## src/core/sio_cfg_map.vh

```
// address map, key bytes, field positions and reset values of the configuration front end
// Behaviour
// RULE_01 - The host unlocks configuration mode, then accesses registers, then locks it again.
// RULE_02 - Configuration mode is entered only after two back-to-back writes of 87h to the enable port.
// RULE_03 - The index port sits at the enable port address and the data port at the next address.
// RULE_04 - Writing index 07h then a number to the data port selects the logical device for later accesses.
// RULE_05 - Global registers below 30h are reachable whatever logical device is selected.
// RULE_06 - An index write followed by a data-port access writes or reads the indexed register.
// RULE_07 - Writing AAh to the enable port leaves configuration mode.
// RULE_08 - After leaving, the device runs normally and accepts the entry key again.
// RULE_09 - With bit 6 of register 26h set, the ports move from 2Eh/2Fh to 4Eh/4Fh.
// RULE_10 - Strapped bits take pin levels sampled at reset and version bits read the revision.
// RULE_11 - A read-only 16-bit chip identity sits at 20h (high) and 21h (low, revision in low nibble).
// RULE_12 - Outside configuration mode non-key writes are ignored and restart key detection.
`ifndef SIO_CFG_MAP_VH
`define SIO_CFG_MAP_VH

`define SIO_PORT_BASE_DEF      16'h002e
`define SIO_PORT_BASE_ALT      16'h004e
`define SIO_KEY_ENTER          8'h87
`define SIO_KEY_EXIT           8'haa

`define SIO_IDX_SOFT_RESET     8'h02
`define SIO_IDX_LDN            8'h07
`define SIO_IDX_ID_HIGH        8'h20
`define SIO_IDX_ID_LOW         8'h21
`define SIO_IDX_PWR_A          8'h22
`define SIO_IDX_PWR_B          8'h23
`define SIO_IDX_OPT_A          8'h24
`define SIO_IDX_TRISTATE       8'h25
`define SIO_IDX_OPT_B          8'h26
`define SIO_IDX_RSVD_A         8'h27
`define SIO_IDX_OPT_C          8'h28
`define SIO_IDX_PIN_A          8'h29
`define SIO_IDX_TWO_WIRE       8'h2a
`define SIO_IDX_RSVD_B         8'h2b
`define SIO_IDX_PIN_B          8'h2c
`define SIO_IDX_GP2_DETECT     8'h2d
`define SIO_IDX_RSVD_C         8'h2e
`define SIO_IDX_RSVD_D         8'h2f
`define SIO_IDX_DEVICE_FIRST   8'h30

`define SIO_ALT_PORT_BIT       6
`define SIO_OPT_A_STRAP_LO     1
`define SIO_OPT_A_STRAP_HI     2
`define SIO_STRAP_WAIT         3'h4
`define SIO_STRAP_DONE         3'h5

`define SIO_RST_LDN            8'h00
`define SIO_RST_PWR_A          8'hff
`define SIO_RST_PWR_B          8'hf0
`define SIO_RST_OPT_A          8'h40
`define SIO_RST_ZERO           8'h00
`define SIO_RST_PIN_B          8'h02

`endif

```

## src/core/sio_sync3.v

```verilog
// three-flop synchroniser that accepts a change once the last two stages agree
`timescale 1ns/1ps
module sio_sync3 #(
   parameter RESET_VAL = 1'b0
) (
   input  wire core_clk_i,
   input  wire reset_i,
   input  wire async_i,
   output reg  sync_o
);
   reg stage_a;
   reg stage_b;
   reg stage_c;

   always @(posedge core_clk_i) begin
      if (reset_i) begin
         stage_a <= RESET_VAL;
         stage_b <= RESET_VAL;
         stage_c <= RESET_VAL;
         sync_o  <= RESET_VAL;
      end else begin
         stage_a <= async_i;
         stage_b <= stage_a;
         stage_c <= stage_b;
         if (stage_b == stage_c) begin
            sync_o <= stage_c;
         end
      end
   end
endmodule

```

## src/core/sio_cfg_access.v

```verilog
// key-protected index/data configuration front end with the global register bank
`timescale 1ns/1ps
`include "sio_cfg_map.vh"
module sio_cfg_access #(
   parameter [11:0] CHIP_ID_CODE  = 12'h5a5,   // arbitrary identity value
   parameter [3:0]  SILICON_REV   = 4'h1       // arbitrary revision value
) (
   input  wire       core_clk_i,
   input  wire       reset_i,
   input  wire       io_wr_i,
   input  wire       io_rd_i,
   input  wire [15:0] io_addr_i,
   input  wire [7:0] io_wdata_i,
   input  wire       strap_alt_port_i,
   input  wire [1:0] strap_opt_a_i,
   input  wire [7:0] dev_rdata_i,
   output reg  [7:0] io_rdata_o,
   output reg        io_hit_o,
   output reg        config_mode_o,
   output reg  [7:0] logical_device_o,
   output reg  [7:0] dev_index_o,
   output reg        dev_wr_o,
   output reg        dev_rd_o,
   output reg  [7:0] dev_wdata_o,
   output reg        soft_reset_o,
   output reg  [7:0] power_down_a_o,
   output reg  [7:0] power_down_b_o,
   output reg  [7:0] tristate_o,
   output reg  [7:0] pin_select_a_o,
   output reg  [7:0] pin_select_b_o
);
   localparam [1:0] ST_LOCKED = 2'h0;
   localparam [1:0] ST_KEY1   = 2'h1;
   localparam [1:0] ST_OPEN   = 2'h2;

   reg  [1:0] state;
   reg  [1:0] next_state;
   reg  [7:0] index_reg;
   reg  [7:0] ldn_reg;
   reg  [7:0] opt_a;
   reg  [7:0] opt_b;
   reg  [7:0] opt_c;
   reg  [7:0] two_wire;
   reg  [7:0] gp2_detect;
   reg  [7:0] rsvd_c;
   reg  [7:0] rsvd_d;
   reg  [2:0] strap_wait;
   reg  [7:0] glob_rdata;
   wire       alt_sync;
   wire [1:0] opt_a_sync;
   wire       alt_port_select_flag;
   wire [15:0] base_addr;
   wire       hit_index;
   wire       hit_data;
   wire       data_wr;
   wire       data_rd;
   wire       is_global;

   sio_sync3 #(.RESET_VAL(1'b0)) u_sync_alt (
      .core_clk_i (core_clk_i),
      .reset_i    (reset_i),
      .async_i    (strap_alt_port_i),
      .sync_o     (alt_sync)
   );

   genvar g;
   generate
      for (g = 0; g < 2; g = g + 1) begin : g_opt_sync
         sio_sync3 #(.RESET_VAL(1'b0)) u_sync (
            .core_clk_i (core_clk_i),
            .reset_i    (reset_i),
            .async_i    (strap_opt_a_i[g]),
            .sync_o     (opt_a_sync[g])
         );
      end
   endgenerate

   assign alt_port_select_flag = opt_b[`SIO_ALT_PORT_BIT];
   assign base_addr = alt_port_select_flag ? `SIO_PORT_BASE_ALT : `SIO_PORT_BASE_DEF; // [RULE_09]
   assign hit_index = (io_addr_i == base_addr);                                       // [RULE_03]
   assign hit_data  = (io_addr_i == (base_addr + 16'h0001));                          // [RULE_03]
   // the data port only responds while unlocked
   assign data_wr   = io_wr_i && hit_data && (state == ST_OPEN);
   assign data_rd   = io_rd_i && hit_data && (state == ST_OPEN);
   assign is_global = (index_reg < `SIO_IDX_DEVICE_FIRST);                            // [RULE_05]

   // key detector
   always @* begin
      next_state = state;
      case (state)
         ST_LOCKED: begin
            if (io_wr_i && hit_index && io_wdata_i == `SIO_KEY_ENTER) begin
               next_state = ST_KEY1;                                                 // [RULE_02]
            end
         end
         ST_KEY1: begin
            if (io_wr_i) begin
               if (hit_index && io_wdata_i == `SIO_KEY_ENTER) begin
                  next_state = ST_OPEN;                                              // [RULE_02]
               end else begin
                  next_state = ST_LOCKED;                                            // [RULE_12]
               end
            end
         end
         ST_OPEN: begin
            if (io_wr_i && hit_index && io_wdata_i == `SIO_KEY_EXIT) begin
               next_state = ST_LOCKED;                                               // [RULE_07] [RULE_08]
            end
         end
         default: next_state = ST_LOCKED;
      endcase
   end

   // global register read mux
   always @* begin
      case (index_reg)
         `SIO_IDX_LDN:        glob_rdata = ldn_reg;
         `SIO_IDX_ID_HIGH:    glob_rdata = CHIP_ID_CODE[11:4];                        // [RULE_11]
         `SIO_IDX_ID_LOW:     glob_rdata = {CHIP_ID_CODE[3:0], SILICON_REV};          // [RULE_10] [RULE_11]
         `SIO_IDX_PWR_A:      glob_rdata = power_down_a_o;
         `SIO_IDX_PWR_B:      glob_rdata = power_down_b_o;
         `SIO_IDX_OPT_A:      glob_rdata = opt_a;
         `SIO_IDX_TRISTATE:   glob_rdata = tristate_o;
         `SIO_IDX_OPT_B:      glob_rdata = opt_b;
         `SIO_IDX_OPT_C:      glob_rdata = opt_c;
         `SIO_IDX_PIN_A:      glob_rdata = pin_select_a_o;
         `SIO_IDX_TWO_WIRE:   glob_rdata = two_wire;
         `SIO_IDX_PIN_B:      glob_rdata = pin_select_b_o;
         `SIO_IDX_GP2_DETECT: glob_rdata = gp2_detect;
         `SIO_IDX_RSVD_C:     glob_rdata = rsvd_c;
         `SIO_IDX_RSVD_D:     glob_rdata = rsvd_d;
         default:             glob_rdata = 8'h00;
      endcase
   end

   always @(posedge core_clk_i) begin
      if (reset_i) begin
         state            <= ST_LOCKED;
         index_reg        <= 8'h00;
         ldn_reg          <= `SIO_RST_LDN;
         power_down_a_o   <= `SIO_RST_PWR_A;
         power_down_b_o   <= `SIO_RST_PWR_B;
         opt_a            <= `SIO_RST_OPT_A;
         tristate_o       <= `SIO_RST_ZERO;
         opt_b            <= `SIO_RST_ZERO;
         opt_c            <= `SIO_RST_ZERO;
         pin_select_a_o   <= `SIO_RST_ZERO;
         two_wire         <= `SIO_RST_ZERO;
         pin_select_b_o   <= `SIO_RST_PIN_B;
         gp2_detect       <= `SIO_RST_ZERO;
         rsvd_c           <= `SIO_RST_ZERO;
         rsvd_d           <= `SIO_RST_ZERO;
         strap_wait       <= 3'h0;
         io_rdata_o       <= 8'h00;
         io_hit_o         <= 1'b0;
         config_mode_o    <= 1'b0;
         logical_device_o <= `SIO_RST_LDN;
         dev_index_o      <= 8'h00;
         dev_wr_o         <= 1'b0;
         dev_rd_o         <= 1'b0;
         dev_wdata_o      <= 8'h00;
         soft_reset_o     <= 1'b0;
      end else begin
         state         <= next_state;
         config_mode_o <= (next_state == ST_OPEN);
         dev_wr_o      <= 1'b0;
         dev_rd_o      <= 1'b0;
         soft_reset_o  <= 1'b0;
         // straps caught once, only after the synchronisers have settled on the pins
         if (strap_wait != `SIO_STRAP_DONE) begin
            strap_wait <= strap_wait + 3'h1;
            if (strap_wait == `SIO_STRAP_WAIT) begin
               opt_a[`SIO_OPT_A_STRAP_HI:`SIO_OPT_A_STRAP_LO] <= opt_a_sync;         // [RULE_10]
               opt_b[`SIO_ALT_PORT_BIT] <= alt_sync;                                   // [RULE_10]
            end
         end
         // index port writes only count while unlocked; the exit key AAh never lands here
         if (io_wr_i && hit_index && state == ST_OPEN
             && io_wdata_i != `SIO_KEY_EXIT) begin
            index_reg <= io_wdata_i;                                                  // [RULE_06] [RULE_12]
         end
         if (data_wr) begin
            if (is_global) begin
               case (index_reg)
                  `SIO_IDX_SOFT_RESET: soft_reset_o <= 1'b1;
                  `SIO_IDX_LDN: begin
                     ldn_reg          <= io_wdata_i;                                  // [RULE_04]
                     logical_device_o <= io_wdata_i;                                  // [RULE_04]
                  end
                  `SIO_IDX_PWR_A:      power_down_a_o <= io_wdata_i;
                  `SIO_IDX_PWR_B:      power_down_b_o <= io_wdata_i;
                  `SIO_IDX_OPT_A:      opt_a          <= io_wdata_i;
                  `SIO_IDX_TRISTATE:   tristate_o     <= io_wdata_i;
                  `SIO_IDX_OPT_B:      opt_b          <= io_wdata_i;                  // [RULE_09]
                  `SIO_IDX_OPT_C:      opt_c          <= io_wdata_i;
                  `SIO_IDX_PIN_A:      pin_select_a_o <= io_wdata_i;
                  `SIO_IDX_TWO_WIRE:   two_wire       <= io_wdata_i;
                  `SIO_IDX_PIN_B:      pin_select_b_o <= io_wdata_i;
                  `SIO_IDX_GP2_DETECT: gp2_detect     <= io_wdata_i;
                  `SIO_IDX_RSVD_C:     rsvd_c         <= io_wdata_i;
                  `SIO_IDX_RSVD_D:     rsvd_d         <= io_wdata_i;
                  default:             rsvd_c         <= rsvd_c;
               endcase
            end else begin
               dev_wr_o    <= 1'b1;                                                   // [RULE_06]
               dev_index_o <= index_reg;
               dev_wdata_o <= io_wdata_i;
            end
         end
         if (data_rd && !is_global) begin
            dev_rd_o    <= 1'b1;                                                      // [RULE_06]
            dev_index_o <= index_reg;
         end
         // read answer one cycle after the strobe
         io_hit_o <= io_rd_i && (hit_data || hit_index) && (state == ST_OPEN);
         if (io_rd_i && hit_index && state == ST_OPEN) begin
            io_rdata_o <= index_reg;
         end else if (data_rd) begin
            io_rdata_o <= is_global ? glob_rdata : dev_rdata_i;                       // [RULE_05] [RULE_06]
         end else begin
            io_rdata_o <= 8'h00;
         end
      end
   end
endmodule

```

## config.mk

```make
export PLATFORM = sky130hd
export DESIGN_NAME = sio_cfg_access
export DESIGN_NICKNAME = d
export VERILOG_FILES = /design/src/core/sio_sync3.v /design/src/core/sio_cfg_access.v
export VERILOG_INCLUDE_DIRS = /design/src /design/src/core
export SDC_FILE = /design/constraint.sdc
export NUM_CORES = 1
export LEC_CHECK = 0
export BUFFER_PORTS_ARGS = -buffer_cell sky130_fd_sc_hd__buf_4
export CORE_AREA = 2 2 128 130
export DETAILED_ROUTE_END_ITERATION = 6
export DIE_AREA = 0 0 130 132
export PLACE_DENSITY_LB_ADDON = 0.12
export SLEW_MARGIN = 10
export SYNTH_ARGS = -nofsm -noshare
export SYNTH_HDL_FRONTEND = slang
export SYNTH_HIERARCHICAL = 1
export SYNTH_SLANG_ARGS = --single-unit
```

## constraint.sdc

```tcl
create_clock -name core_clk_i -period 4.47 [get_ports core_clk_i]
set_input_delay 0.894 -clock core_clk_i [delete_from_list [all_inputs] [get_ports core_clk_i]]
set_output_delay 0.894 -clock core_clk_i [all_outputs]
set_load 0.005 [all_outputs]
```

**Word-level counts from Yosys, hierarchy flattened**

Cells that the tools add are included.

- Register bits after elaboration: 158
- Input bits: 39
- Word-level logic and storage cells: 135

- $add $sub $neg: 2
- $lt $le $gt $ge: 1
- Equality and inequality tests: 30
- Muxes and demuxes: 26
- Bitwise gates (word level): 2
- Reduce and logical (&&, ||, !) cells: 36

Operators with widths:

| kind | number |
|---|---|
| one-hot mux 8 bit (15 select lines) | 1 |
| == test 8 x 6 -> 1 bit, second input constant | 14 |
| two-way mux 8 bit | 6 |
| AND reduction 3 bit | 13 |
| two-way mux 7 bit | 4 |
| == test 16 x 7 -> 1 bit | 1 |
| == test 16 x 8 -> 1 bit | 1 |
| == test 8 bit, second input constant | 2 |
| logical AND 1 bit | 15 |
| two-way mux 2 bit | 6 |
| two-way mux 3 bit | 3 |
| adder 7 x 1 -> 8 bit, second input constant | 1 |
| == test 8 x 2 -> 1 bit, second input constant | 1 |
| == test 8 x 3 -> 1 bit, second input constant | 1 |
| less-than comparator 8 x 6 -> 1 bit, second input constant | 1 |
| inequality test 8 bit, second input constant | 1 |
| one-hot mux 2 bit (3 select lines) | 1 |
| two-way mux 1 bit | 5 |
| == test 2 bit, second input constant | 2 |
| AND reduction 2 bit | 2 |
| adder 3 x 1 -> 3 bit, second input constant | 1 |
| == test 1 bit | 3 |
| == test 3 bit, second input constant | 1 |
| inequality test 3 bit, second input constant | 1 |
| 9 further kinds | 10 |

**Longest topological paths before layout**

Gate-level depths: netlist of the first run.

- Depth in word-level cells: 8
- Gate-level depth with buffers: 8

**Modules after synthesis**

Netlist of the first run, hierarchy kept.

Modules (own cells, without submodules):

| module | instances | cells each | area an instance (um^2) |
|---|---|---|---|
| sio_cfg_access | 1 | 745 | 6977.9 |
| sio_sync3 | 3 | 10 | 112.6 |

**Worst setup path before layout of the first run**

Ideal clock, no wire load.

- Path kind: input to register
- Start point: input port io_addr_i[7]
- End point: register dev_index_o[2]
- Library setup time: 128 ps
- Arrival time: 2446 ps
- Data required time: 4342 ps
- Slack: 1897 ps
- Stages: 5
- Path through: or3_4 -> or2_2 -> nor4_4 -> mux2i_1 -> nor2_1

- Cells in the longest elaborated chain, start to end: 6
- Elaborated cells on any way between the ends: 10
- Classes of those cells: eq/ne (2); mux (1); reduce/logical (7)

RTL lines:

| item | RTL line | text |
|---|---|---|
| start: declaration | sio_cfg_access.v:12 | `input wire [15:0] io_addr_i,` |
| == test 16 x 8 -> 1 bit * | sio_cfg_access.v:81 | `assign hit_data = (io_addr_i == (base_addr + 16'h0001));` |
| logical AND 1 bit (2 in series) | sio_cfg_access.v:84 | `assign data_rd = io_rd_i && hit_data && (state == ST_OPEN);` |
| logical AND 1 bit | sio_cfg_access.v:210 | `if (data_rd && !is_global) begin` |
| inequality test 2 x 1 -> 1 bit (no line) / nonzero test 2 bit (equally long branches) | -- |  |
| AND reduction 2 bit (no line) | -- |  |
| end signal: assignment | sio_cfg_access.v:206 | `dev_index_o <= index_reg;` |
| end signal: assignment | sio_cfg_access.v:212 | `dev_index_o <= index_reg;` |
| end: declaration | sio_cfg_access.v:21 | `output reg [7:0] dev_index_o,` |

Mark *: on every way between the ends. The rest lies on a longest branch, timed or not.
A chain may end at the register's enable or synchronous reset.

**Worst setup path in the final report of the first run**

- Start point: input port io_addr_i[7]
- End point: register pin_select_a_o[4]

- Cells in the longest elaborated chain, start to end: 4

RTL lines:

| item | RTL line | text |
|---|---|---|
| == test 16 x 8 -> 1 bit | sio_cfg_access.v:81 |  |
| logical AND 1 bit (2 in series) | sio_cfg_access.v:83 | `assign data_wr = io_wr_i && hit_data && (state == ST_OPEN);` |
| AND reduction 3 bit (no line) | -- |  |
| end signal: assignment | sio_cfg_access.v:147 | `` pin_select_a_o <= `SIO_RST_ZERO; `` |
| end signal: assignment | sio_cfg_access.v:196 | `` `SIO_IDX_PIN_A: pin_select_a_o <= io_wdata_i; `` |
| end: declaration | sio_cfg_access.v:29 | `output reg [7:0] pin_select_a_o,` |

Every way passes these cells.

==> summary.md, run 1 <==
| Metric | Value |
|---|---|
| DR iter-0 viols | 534 |
| Residual DRC | 0 |
| Cts hold-fix bufs | 0 |
| Seq cells post-synth | 158 |
| Final period util | 65.5% |
| TritonCTS Sinks | 158 |
| Most common flop cell mapped by yosys | dfxtp_1 |
| Mapped cell area | 7320 um^2 |
| RSZ-0062 raised after global routing | no |
| Worst reg2reg path depth | 5 |
| Area Growth Syn to Fin | 21.5% |
| Grt total ovfl | 0 |
| Switching share of power | 22.2% |
| Area of the core | 15700 um^2 |
| Highest-count cells in the layout ignoring fill and taps | 158 x dfxtp_1, 142 x nor2_1, 132 x buf_4 |
| Clk pwr share | 48.4% |
| Gr busiest metal | met2 |
| Power Density | 332 nW/um^2 |
| CTS resizes | 0 |
| Fin. max-slew vios | 0 |
| Core Util, Final | 56.6% |
| Status | complete, no violations |
| Sequential share of the synthesized area | 43.2% |
| Fmax | 0.342 GHz |
| Final WL | 23100 um |
| Clock root buffer | clkbuf_16 |
| Initial antenna violation count | 0 |
| Top Family by Delay on Critical Path | simple AND/OR/NAND/NOR gates |
| Routed WL per cell | 21.1 um |
| Layout cells sized above 1 | 23.1% |
| Hold Crit Endpoint | g_opt_sync[1].u_sync/stage_b |
| Reg-to-Reg End | power_down_b_o[4] |
| Clock slew at reported path FFs | 0.06 ns |
| VDD IR max | 253 uV |
| EDFF count, synth | 0 |
| Comb pwr share | 3.6% |
| Ranking of synthesized cells by area | dfxtp_1 43%, mux2i_1 17%, nor2_1 7.3% |
| Yosys top cell area share | 43.2% |
| CTS Buf Count | 17 |
| Worst-path cell chain | buf_4, or3_4, nor4_4, nand4_2, mux2i_1, nor2_1 |
| Clock buffer depth | 2 |
| Synth unique cells | 66 |
| RePlAce Congestion | 0.979 |
| Crit Path Category | in -> reg |
| Syn_area_per_cell | 9.44 um^2 |
| Die Ht | 132 um |
| CP Launch Point | io_addr_i[7] |
| Worst Path Arrival | 3.22 ns |
| Worst setup EP type | flop |
| Cell Rows | 46 |
| Grt met1 use | 36.2% |
| Critical path buffers and inverters | 1 |
| Synth Instances | 775 |
| Die width | 130 um |
| Most common cell after layout, fill and taps aside | dfxtp_1 |
| Met3 usage | 4.91% |
| Total GRT Usage | 27.5% |
| Reg power frac | 48.0% |
| Least-Margin Pin Slew | 0.904 ns |
| Yosys warning total | 6 |
| Largest net degree at the start of global routing | 62 |
| Yosys top cell by area | dfxtp_1 |
| # port buffers | 115 |
| H-Tree Depth | 4 |
| Pleak | 4.27 nW |
| Final hold violations | 0 |
| Final Setup Violations | 0 |
| M2 GR Usage | 43.1% |
| Starting Density | 46.6% |
| Setup TNS | 0 ns |
| Crit path largest cell delay | 0.75 ns |
| First-pass GRT wire length | 36000 um |
| Antenna viol nets, final | 0 |
| Synth async-reset ratio | 0% |
| P_int | 2.30 mW |
| Fin cells | 1096 |
| Type of origin of the critical path | input pin |
| WP data required | 4.76 ns |
| # nets final | 909 |
| DR vias/cell | 5.87 |
| Slowest stage cell on the critical path | nor4_4 |
| # placed instances | 1064 |
| First-pass DRT Iterations | 5 |
| Clock Latency Late Sink | 0.43 ns |
| Reg2Reg Setup Slack | 1.66 ns |
| Min-Delay Path Depth | 1 |
| Worst Hold Class | reg -> reg |
| Minimum clock period | 2.93 ns |
| Clock Skews | 0.00894 ns |
| Min-Delay Startpoint | g_opt_sync[1].u_sync/stage_a |
| HPWL after DPL | 15800 um |
| Vias | 6438 |
| Final hold slack | 0.439 ns |
| Postcts setup bufs | 0 |
| CP max FO | 11 |
| Reg2reg start | index_reg[5] |
| Vias in the first global route | 6306 |
| Ports | 116 |
| N_diodes | 0 |
| CTS tree | yes |
| P_sw | 0.655 mW |
| Max_cap viols | 0 |
| Synthesized net count | 817 |
| Die area | 17200 um^2 |
| Rel. slew slack | 39.6% |
[through the flow]
stage                     power [mW]  setup WS, ns  instance area, um^2
after floorplan                 1.50          1.90                 7320
after global placement          1.55          1.17                 8310
after detailed placement        1.56          1.13                 8310
after CTS                       2.96          1.56                 8890
after global routing            3.03          1.37                 8890
final                           2.96          1.54                 8890
[worst reg2reg max path, cell delays in order, from the launching register on]
cell	delay, ns
dfxtp_1	0.65
or4b_4	0.71
nor3_4	0.48
nand4_1	0.28
buf_4	0.28
a211o_1	0.30
[cell type report]
class / count / area, um^2
multi-input combinational: 542 / 3830
timing repair buffer: 132 / 991
clock buffer: 22 / 464
tap: 216 / 270
fill: 1414 / 6820
inverter: 16 / 60.1
sequential: 158 / 3160
clock inverter: 10 / 114
[synthesized netlist by cell type, types with 3 or more instances]
cell type	number
o21ai_0	26
ha_1	3
o211ai_1	4
nor2b_1	12
nand2_1	25
o21ai_1	3
a221oi_1	4
clkbuf_1	42
nand3_1	20
a211o_1	5
and2_1	3
nand2b_1	6
o22ai_1	4
a21o_1	4
nor4bb_1	3
buf_1	4
nor3_1	16
nand4_1	6
nand4_2	4
nor2_1	142
and3_1	6
dfxtp_1	158
a31oi_1	13
buf_2	8
o32ai_1	4
mux2_2	11
buf_6	4
a21oi_1	24
nor3_2	5
mux2i_1	127
a22o_1	5
inv_1	16
nand4_4	7
a22oi_1	7
[power by group through the flow]
stage	Clock, mW	Combinational (mW)	Sequential (mW)
floorplan	0	0.0538	1.45
global placement	0	0.103	1.45
detailed placement	0	0.105	1.45
CTS	1.44	0.106	1.42
global route	1.50	0.115	1.42
finish	1.43	0.106	1.42
[per-layer routing]
layer,up-vias,share of wire (%)
met1,3105,43
met2,324,47
met5,-,0
met3,67,7.2
met4,0,3.7
li1,2942,-
[cells by family (layout without fill, tap and decap cells)]
family | Yosys count | count (layout) | synth area share [%]
adder cells (fa/ha/maj) | 3 | 3 | 0.513
buffers and inverters | 75 | 180 | 4.45
XOR/XNOR | 1 | 1 | 0.120
AO/OA/AOI/OAI | 119 | 119 | 10.8
flip-flops | 158 | 158 | 43.2
AND/OR/NAND/NOR | 280 | 280 | 21.5
multiplexers | 139 | 139 | 19.4
[how the worst max path moves through the flow]
stage	slack, ns	cells after the start	end
2_1_floorplan	1.90	5	dev_index_o[2]
3_3_place_gp	1.17	6	pin_select_b_o[5]
3_5_place_dp	1.13	6	pin_select_b_o[5]
4_1_cts	1.56	6	pin_select_b_o[5]
5_1_grt	1.37	6	pin_select_b_o[2]
6_report	1.54	6	pin_select_a_o[4]
(Power assumes the default switching activity.)
==> run 2: changes to the inputs <==
--- a/config.mk
+++ b/config.mk
@@ -6,10 +6,11 @@
 export SDC_FILE = /design/constraint.sdc
 export NUM_CORES = 1
 export LEC_CHECK = 0
+export ABC_AREA = 1
 export BUFFER_PORTS_ARGS = -buffer_cell sky130_fd_sc_hd__buf_4
-export CORE_AREA = 2 2 128 130
+export CORE_AREA = 2 2 131 133
 export DETAILED_ROUTE_END_ITERATION = 6
-export DIE_AREA = 0 0 130 132
+export DIE_AREA = 0 0 133 135
 export PLACE_DENSITY_LB_ADDON = 0.12
 export SLEW_MARGIN = 10
 export SYNTH_ARGS = -nofsm -noshare
==> constraint.sdc (replaced) <==
create_clock -name core_clk_i -period 3 [get_ports core_clk_i]
set_input_delay 0.6 -clock core_clk_i [delete_from_list [all_inputs] [get_ports core_clk_i]]
set_output_delay 0.6 -clock core_clk_i [all_outputs]
set_load 0.005 [all_outputs]
==> run 2 against run 1 <==
Sequential cell count unchanged. Total power up 48%. Critical path depth unchanged. Global-route usage down 0.57 points. Highest routed layer unchanged.
==> summary.md, run 2 <==
| Metric | Value |
|---|---|
| CTS tree | yes |
| TritonCTS Sinks | 158 |
| EDFF count, synth | 0 |
| Max_cap viols | 0 |
| N_diodes | 0 |
| Clock buffer depth | 2 |
| Ports | 116 |
| Seq cells post-synth | 158 |
| Total GRT Usage | 26.9% |
| DR vias/cell | 5.12 |
| Area of the core | 16400 um^2 |
| Fmax | 0.427 GHz |
| Starting Density | 46.2% |
| Postcts setup bufs | 0 |
| Most common cell in the netlist | nor2_1 |
| # placed instances | 1447 |
| H-Tree Depth | 4 |
| Final period util | 78.0% |
| Fin. max-slew vios | 0 |
| Area Growth Syn to Fin | 21.5% |
| Top post-synthesis cells by count | 264 x nor2_1, 241 x nand2_1, 158 x dfxtp_1 |
| First-pass DRT Iterations | 5 |
| Pleak | 4.66 nW |
| Post-route setup slack | 0.659 ns |
| Fillers | 1661 |
| Clock root buffer | clkbuf_16 |
| # nets final | 1288 |
| Type of origin of the critical path | flop |
| Worst setup EP type | flop |
| Vias in the first global route | 6953 |
| Grt total ovfl | 0 |
| HPWL after DPL | 16100 um |
| Pwr Total | 4.36 mW |
| Minimum clock period | 2.34 ns |
| Cell Rows | 47 |
| Ranking of synthesized cells by area | dfxtp_1 42%, nor2_1 13%, nand2_1 12% |
| RePlAce Congestion | 0.913 |
| Initial antenna violation count | 0 |
| Yosys top cell area share | 41.7% |
| DR iter-0 viols | 691 |
| Clock Skews | 0.0118 ns |
| Sequential share of the synthesized area | 41.7% |
| Worst Path Arrival | 2.72 ns |
| Most common cell after layout, fill and taps aside | nor2_1 |
| CP max FO | 7 |
| Cts hold-fix bufs | 0 |
| Final instance area | 9220 um^2 |
| Pre-CTS setup slack | 0.571 ns |
| Synth unique cells | 33 |
| Synthesized net count | 1187 |
| CTS resizes | 0 |
| Vias | 7575 |
| Core Util, Final | 56.2% |
| # port buffers | 115 |
| Final WL | 23700 um |
| Die Ht | 135 um |
| Yosys warning total | 6 |
| Syn_area_per_cell | 6.62 um^2 |
| RSZ-0062 raised after global routing | no |
| VDD IR max | 372 uV |
| Rel. slew slack | 52.7% |
| Clock slew at reported path FFs | 0.07 ns |
| Clock Latency Late Sink | 0.44 ns |
| Synth async-reset ratio | 0% |
| Synth Instances | 1145 |
| First-pass GRT wire length | 37600 um |
| Die width | 133 um |
| Power Density | 473 nW/um^2 |
| Final Setup Violations | 0 |
| CTS Buf Count | 17 |
| Highest-count cells in the layout ignoring fill and taps | 264 x nor2_1, 241 x nand2_1, 158 x dfxtp_1 |
| Final hold slack | 0.351 ns |
| Die area | 18000 um^2 |
| Antenna viol nets, final | 0 |
| Mapped cell area | 7580 um^2 |
| Least-Margin Pin Slew | 0.707 ns |
| WP data required | 3.38 ns |
| Status | complete, no violations |
| Setup TNS | 0 ns |
| Residual DRC | 0 |
| Routed WL per cell | 16.1 um |
| Yosys top cell by area | dfxtp_1 |
| Fin cells | 1479 |
| Area after DPL | 8650 um^2 |
| Crit Path Category | reg -> reg |
| Largest net degree at the start of global routing | 134 |
| Final hold violations | 0 |
| Layout cells sized above 1 | 16.8% |
| Most common flop cell mapped by yosys | dfxtp_1 |
| Worst Hold Class | in -> reg |
[run 2: cell count changes after synthesis, sizes merged, moves of 8 or more]
cell     delta
inv       +113
a31oi      -12
nand2     +225
nor2b      -12
mux2        -8
o21ai      +50
o2111ai     +8
mux2i     -127
nand3      +96
nor2      +128
[run 2: area by class of cell]
class	count	area [um^2]	share of cell area [%]
repair buffers	132	1020	11.0
well taps	220	275	2.99
clock inverters	14	123	1.33
flip-flops and latches	158	3160	34.3
multi-input cells	808	3710	40.3
clock buffers	18	439	4.77
inverters	129	485	5.27
[run 2: report_power, final]
part           total, mW  internal, mW  switching (mW)
Combinational      0.157        0.0501           0.107
Clock               2.09          1.11           0.978
Sequential          2.11          2.11         0.00597
[run 2: worst max-delay path, cell delays in order (launching register included)]
cell,delay [ns]
dfxtp_1,0.42
nand2_1,0.21
nor2_1,0.57
nand2_1,0.30
nor3_2,0.52
o21ai_0,0.15
nor2_1,0.11
[run 2: layer usage]
metal,part of all wire (%),up-vias,global-route usage [%]
met2,45,264,42.8
met1,46,3455,36.5
li1,-,3816,-
met5,0,-,0
met3,7.2,40,5.26
met4,2.4,0,9.92
[run 2: final timing paths]
check                      from                            to  slack [ns]  cells after the start
max reg2reg        index_reg[0]                    ldn_reg[1]        0.66                      6
max                index_reg[0]                    ldn_reg[1]        0.66                      6
min            strap_opt_a_i[1]  g_opt_sync[1].u_sync/stage_a        0.35                      3
min reg2reg  u_sync_alt/stage_a            u_sync_alt/stage_b        0.40                      2
[run 2: kinds of logic after synthesis]
family	share of synthesized area (%)
muxes	0.445
adders and majority gates	0.495
buffers and inverters	9.40
DFF	41.7
AOI/OAI and AO/OA	9.88
and+or+nand+nor	38.1
==> run 3: changes to the inputs <==
==> constraint.sdc (replaced) <==
create_clock -name core_clk_i -period 2.2 [get_ports core_clk_i]
set_input_delay 0.44 -clock core_clk_i [delete_from_list [all_inputs] [get_ports core_clk_i]]
set_output_delay 0.44 -clock core_clk_i [all_outputs]
set_load 0.005 [all_outputs]
==> run 3 against run 2 <==
Fmax rose by 17%. Non-clock buffer count rose by 20. Routed wire length rose by 1.2%. Critical path depth rose by 4. Die area did not move. Clock power rose by 40%. Sequential power rose by 36%. Via count rose by 0.86%. Core utilization rose by 1.3 points. Sequential share of layout area fell by 0.76 points.
==> summary.md, run 3 (same netlist as run 2, synthesis figures left out) <==
| Metric | Value |
|---|---|
| Switching share of power | 24.3% |
| Multi-input gate area | 3730 um^2 |
| Die Ht | 135 um |
| # placed instances | 1466 |
| Status | complete, no violations |
| Final instance area | 9420 um^2 |
| Worst reg2reg path depth | 10 |
| P_int | 4.56 mW |
| Routed WL per cell | 16.0 um |
| Vias in the first global route | 6959 |
| Die width | 133 um |
| Pleak | 4.76 nW |
| First-pass DRT Iterations | 5 |
| Max_cap viols | 0 |
| Least-Margin Pin Slew | 0.519 ns |
| Cell Rows | 47 |
| Reg2reg start | index_reg[4] |
| H-Tree Depth | 4 |
| DR iter-0 viols | 640 |
| HPWL after DPL | 16800 um |
| Rel. slew slack | 65.2% |
| Worst setup EP type | flop |
| WP data required | 2.55 ns |
| Clock Skews | 0.0126 ns |
| Reg power frac | 47.8% |
| Fillers | 1611 |
| Clock buffer depth | 2 |
| Antenna viol nets, final | 0 |
| Fmax | 0.499 GHz |
| P_sw | 1.47 mW |
| Die area | 18000 um^2 |
| Initial antenna violation count | 0 |
| CTS tree | yes |
| First-pass GRT wire length | 38200 um |
| Ports | 116 |
| # nets final | 1308 |
| Clk pwr share | 48.4% |
| Min-Delay Startpoint | strap_alt_port_i |
| Area of the core | 16400 um^2 |
| Layout cells sized above 1 | 18.4% |
| CP max FO | 58 |
| Clock root buffer | clkbuf_16 |
| Fin. max-slew vios | 0 |
| Final hold violations | 0 |
| CTS Buf Count | 17 |
| N_diodes | 0 |
| Cts hold-fix bufs | 0 |
| Clock Latency Late Sink | 0.44 ns |
| Area after DPL | 8820 um^2 |
| Highest-count cells in the layout ignoring fill and taps | 259 x nor2_1, 241 x nand2_1, 158 x dfxtp_1 |
| RePlAce Congestion | 0.909 |
| Clock slew at reported path FFs | 0.07 ns |
| Residual DRC | 0 |
| Most common cell after layout, fill and taps aside | nor2_1 |
| Reg2Reg Setup Slack | 0.19 ns |
| Area Growth Syn to Fin | 24.2% |
| Reg-to-Reg End | io_rdata_o[5] |
| Largest net degree at the start of global routing | 59 |
| DR vias/cell | 5.10 |
| Worst Path Arrival | 2.35 ns |
| Fin cells | 1498 |
| Register area | 3160 um^2 |
| Pwr Total | 6.02 mW |
| Min-Delay Path Depth | 3 |
| Power Density | 639 nW/um^2 |
| Hold Crit Endpoint | u_sync_alt/stage_a |
| TritonCTS Sinks | 158 |
| VDD IR max | 485 uV |
| Grt total ovfl | 0 |
| # port buffers | 115 |
| Crit Path Category | reg -> reg |
| Minimum clock period | 2.01 ns |
| Comb pwr share | 3.8% |
| Vias | 7640 |
| Final period util | 91.1% |
| Total GRT Usage | 27.3% |
| Type of origin of the critical path | flop |
| Final Setup Violations | 0 |
| Starting Density | 46.2% |
| Final WL | 24000 um |
| Worst Hold Class | in -> reg |
==> run 3: cell types whose count changed in the layout (fill, tap and decap cells not counted) <==
| cell | before | now |
|---|---|---|
| nor2_1 | 264 | 259 |
| clkinv_2 | 3 | 2 |
| clkinv_4 | 3 | 1 |
| buf_4 | 130 | 147 |
| nor2_2 | 6 | 11 |
| clkinvlp_4 | 0 | 3 |
| inv_8 | 3 | 1 |
| buf_12 | 2 | 5 |
| bufinv_16 | 0 | 1 |
==> run 3: worst max path at each step <==
| stage | start | depth (start not counted) | to | slack (ns) |
|---|---|---|---|---|
| finish | index_reg[4] | 10 | io_rdata_o[5] | 0.19 |
| global route | index_reg[4] | 10 | rsvd_c[6] | -0.01 |
| CTS | index_reg[1] | 11 | io_rdata_o[6] | 0.09 |
| detailed placement | io_addr_i[13] | 12 | power_down_a_o[5] | 0.06 |
| global placement | io_addr_i[13] | 12 | power_down_a_o[1] | 0.12 |
| floorplan | io_addr_i[15] | 12 | power_down_b_o[4] | 0.31 |
==> run 3: power groups by stage <==
stage	Combinational [mW]	Sequential [mW]	Clock, mW
6_report	0.229	2.88	2.92
5_1_grt	0.244	2.88	3.08
4_1_cts	0.227	2.88	2.94
3_5_place_dp	0.226	2.94	0
3_3_place_gp	0.226	2.94	0
2_1_floorplan	0.0975	2.94	0
==> run 3: metal layers <==
metal	global-route usage, %	vias up	wire length, um
met1	37.3	3481	10900
met5	0	-	0
met2	43.3	259	11000
li1	-	3860	-
met4	10.9	0	607
met3	4.69	40	1490
==> run 3: what timing repair did <==
action	in CTS	in global routing
endpoints found under the setup margin	0	18
gates resized for setup	0	5
setup buffers	0	1
==> run 3: cell type report <==
type,count,share of cell area (%)
inverters,129,5.15
well taps,220,2.92
repair buffers,152,12.8
multi-input cells,808,39.5
flip-flops and latches,158,33.6
clock buffers,18,4.66
clock inverters,13,1.38
==> run 3: per-stage QoR <==
| stage | setup WS (ns) | hold WS, ns | TNS [ns] | util (%) |
|---|---|---|---|---|
| floorplan | 0.305 | 0.388 | 0 | - |
| global placement | 0.119 | 0.392 | 0 | 53.8 |
| detailed placement | 0.0624 | 0.396 | 0 | 53.8 |
| CTS | 0.0921 | 0.196 | 0 | 57.2 |
| global route | -0.0116 | 0.195 | -0.0195 | 57.4 |
| finish | 0.195 | 0.204 | 0 | 57.4 |
==> run 3: worst max-delay path, stage by stage (launching register included) <==
cell and delay [ns]:
dfxtp_1 0.33, inv_2 0.11, nand2_1 0.10, nor2_4 0.25, buf_12 0.29, nand2_1 0.16
o21ai_0 0.20, inv_1 0.06, nand2_1 0.10, o21ai_0 0.11, a21oi_1 0.18
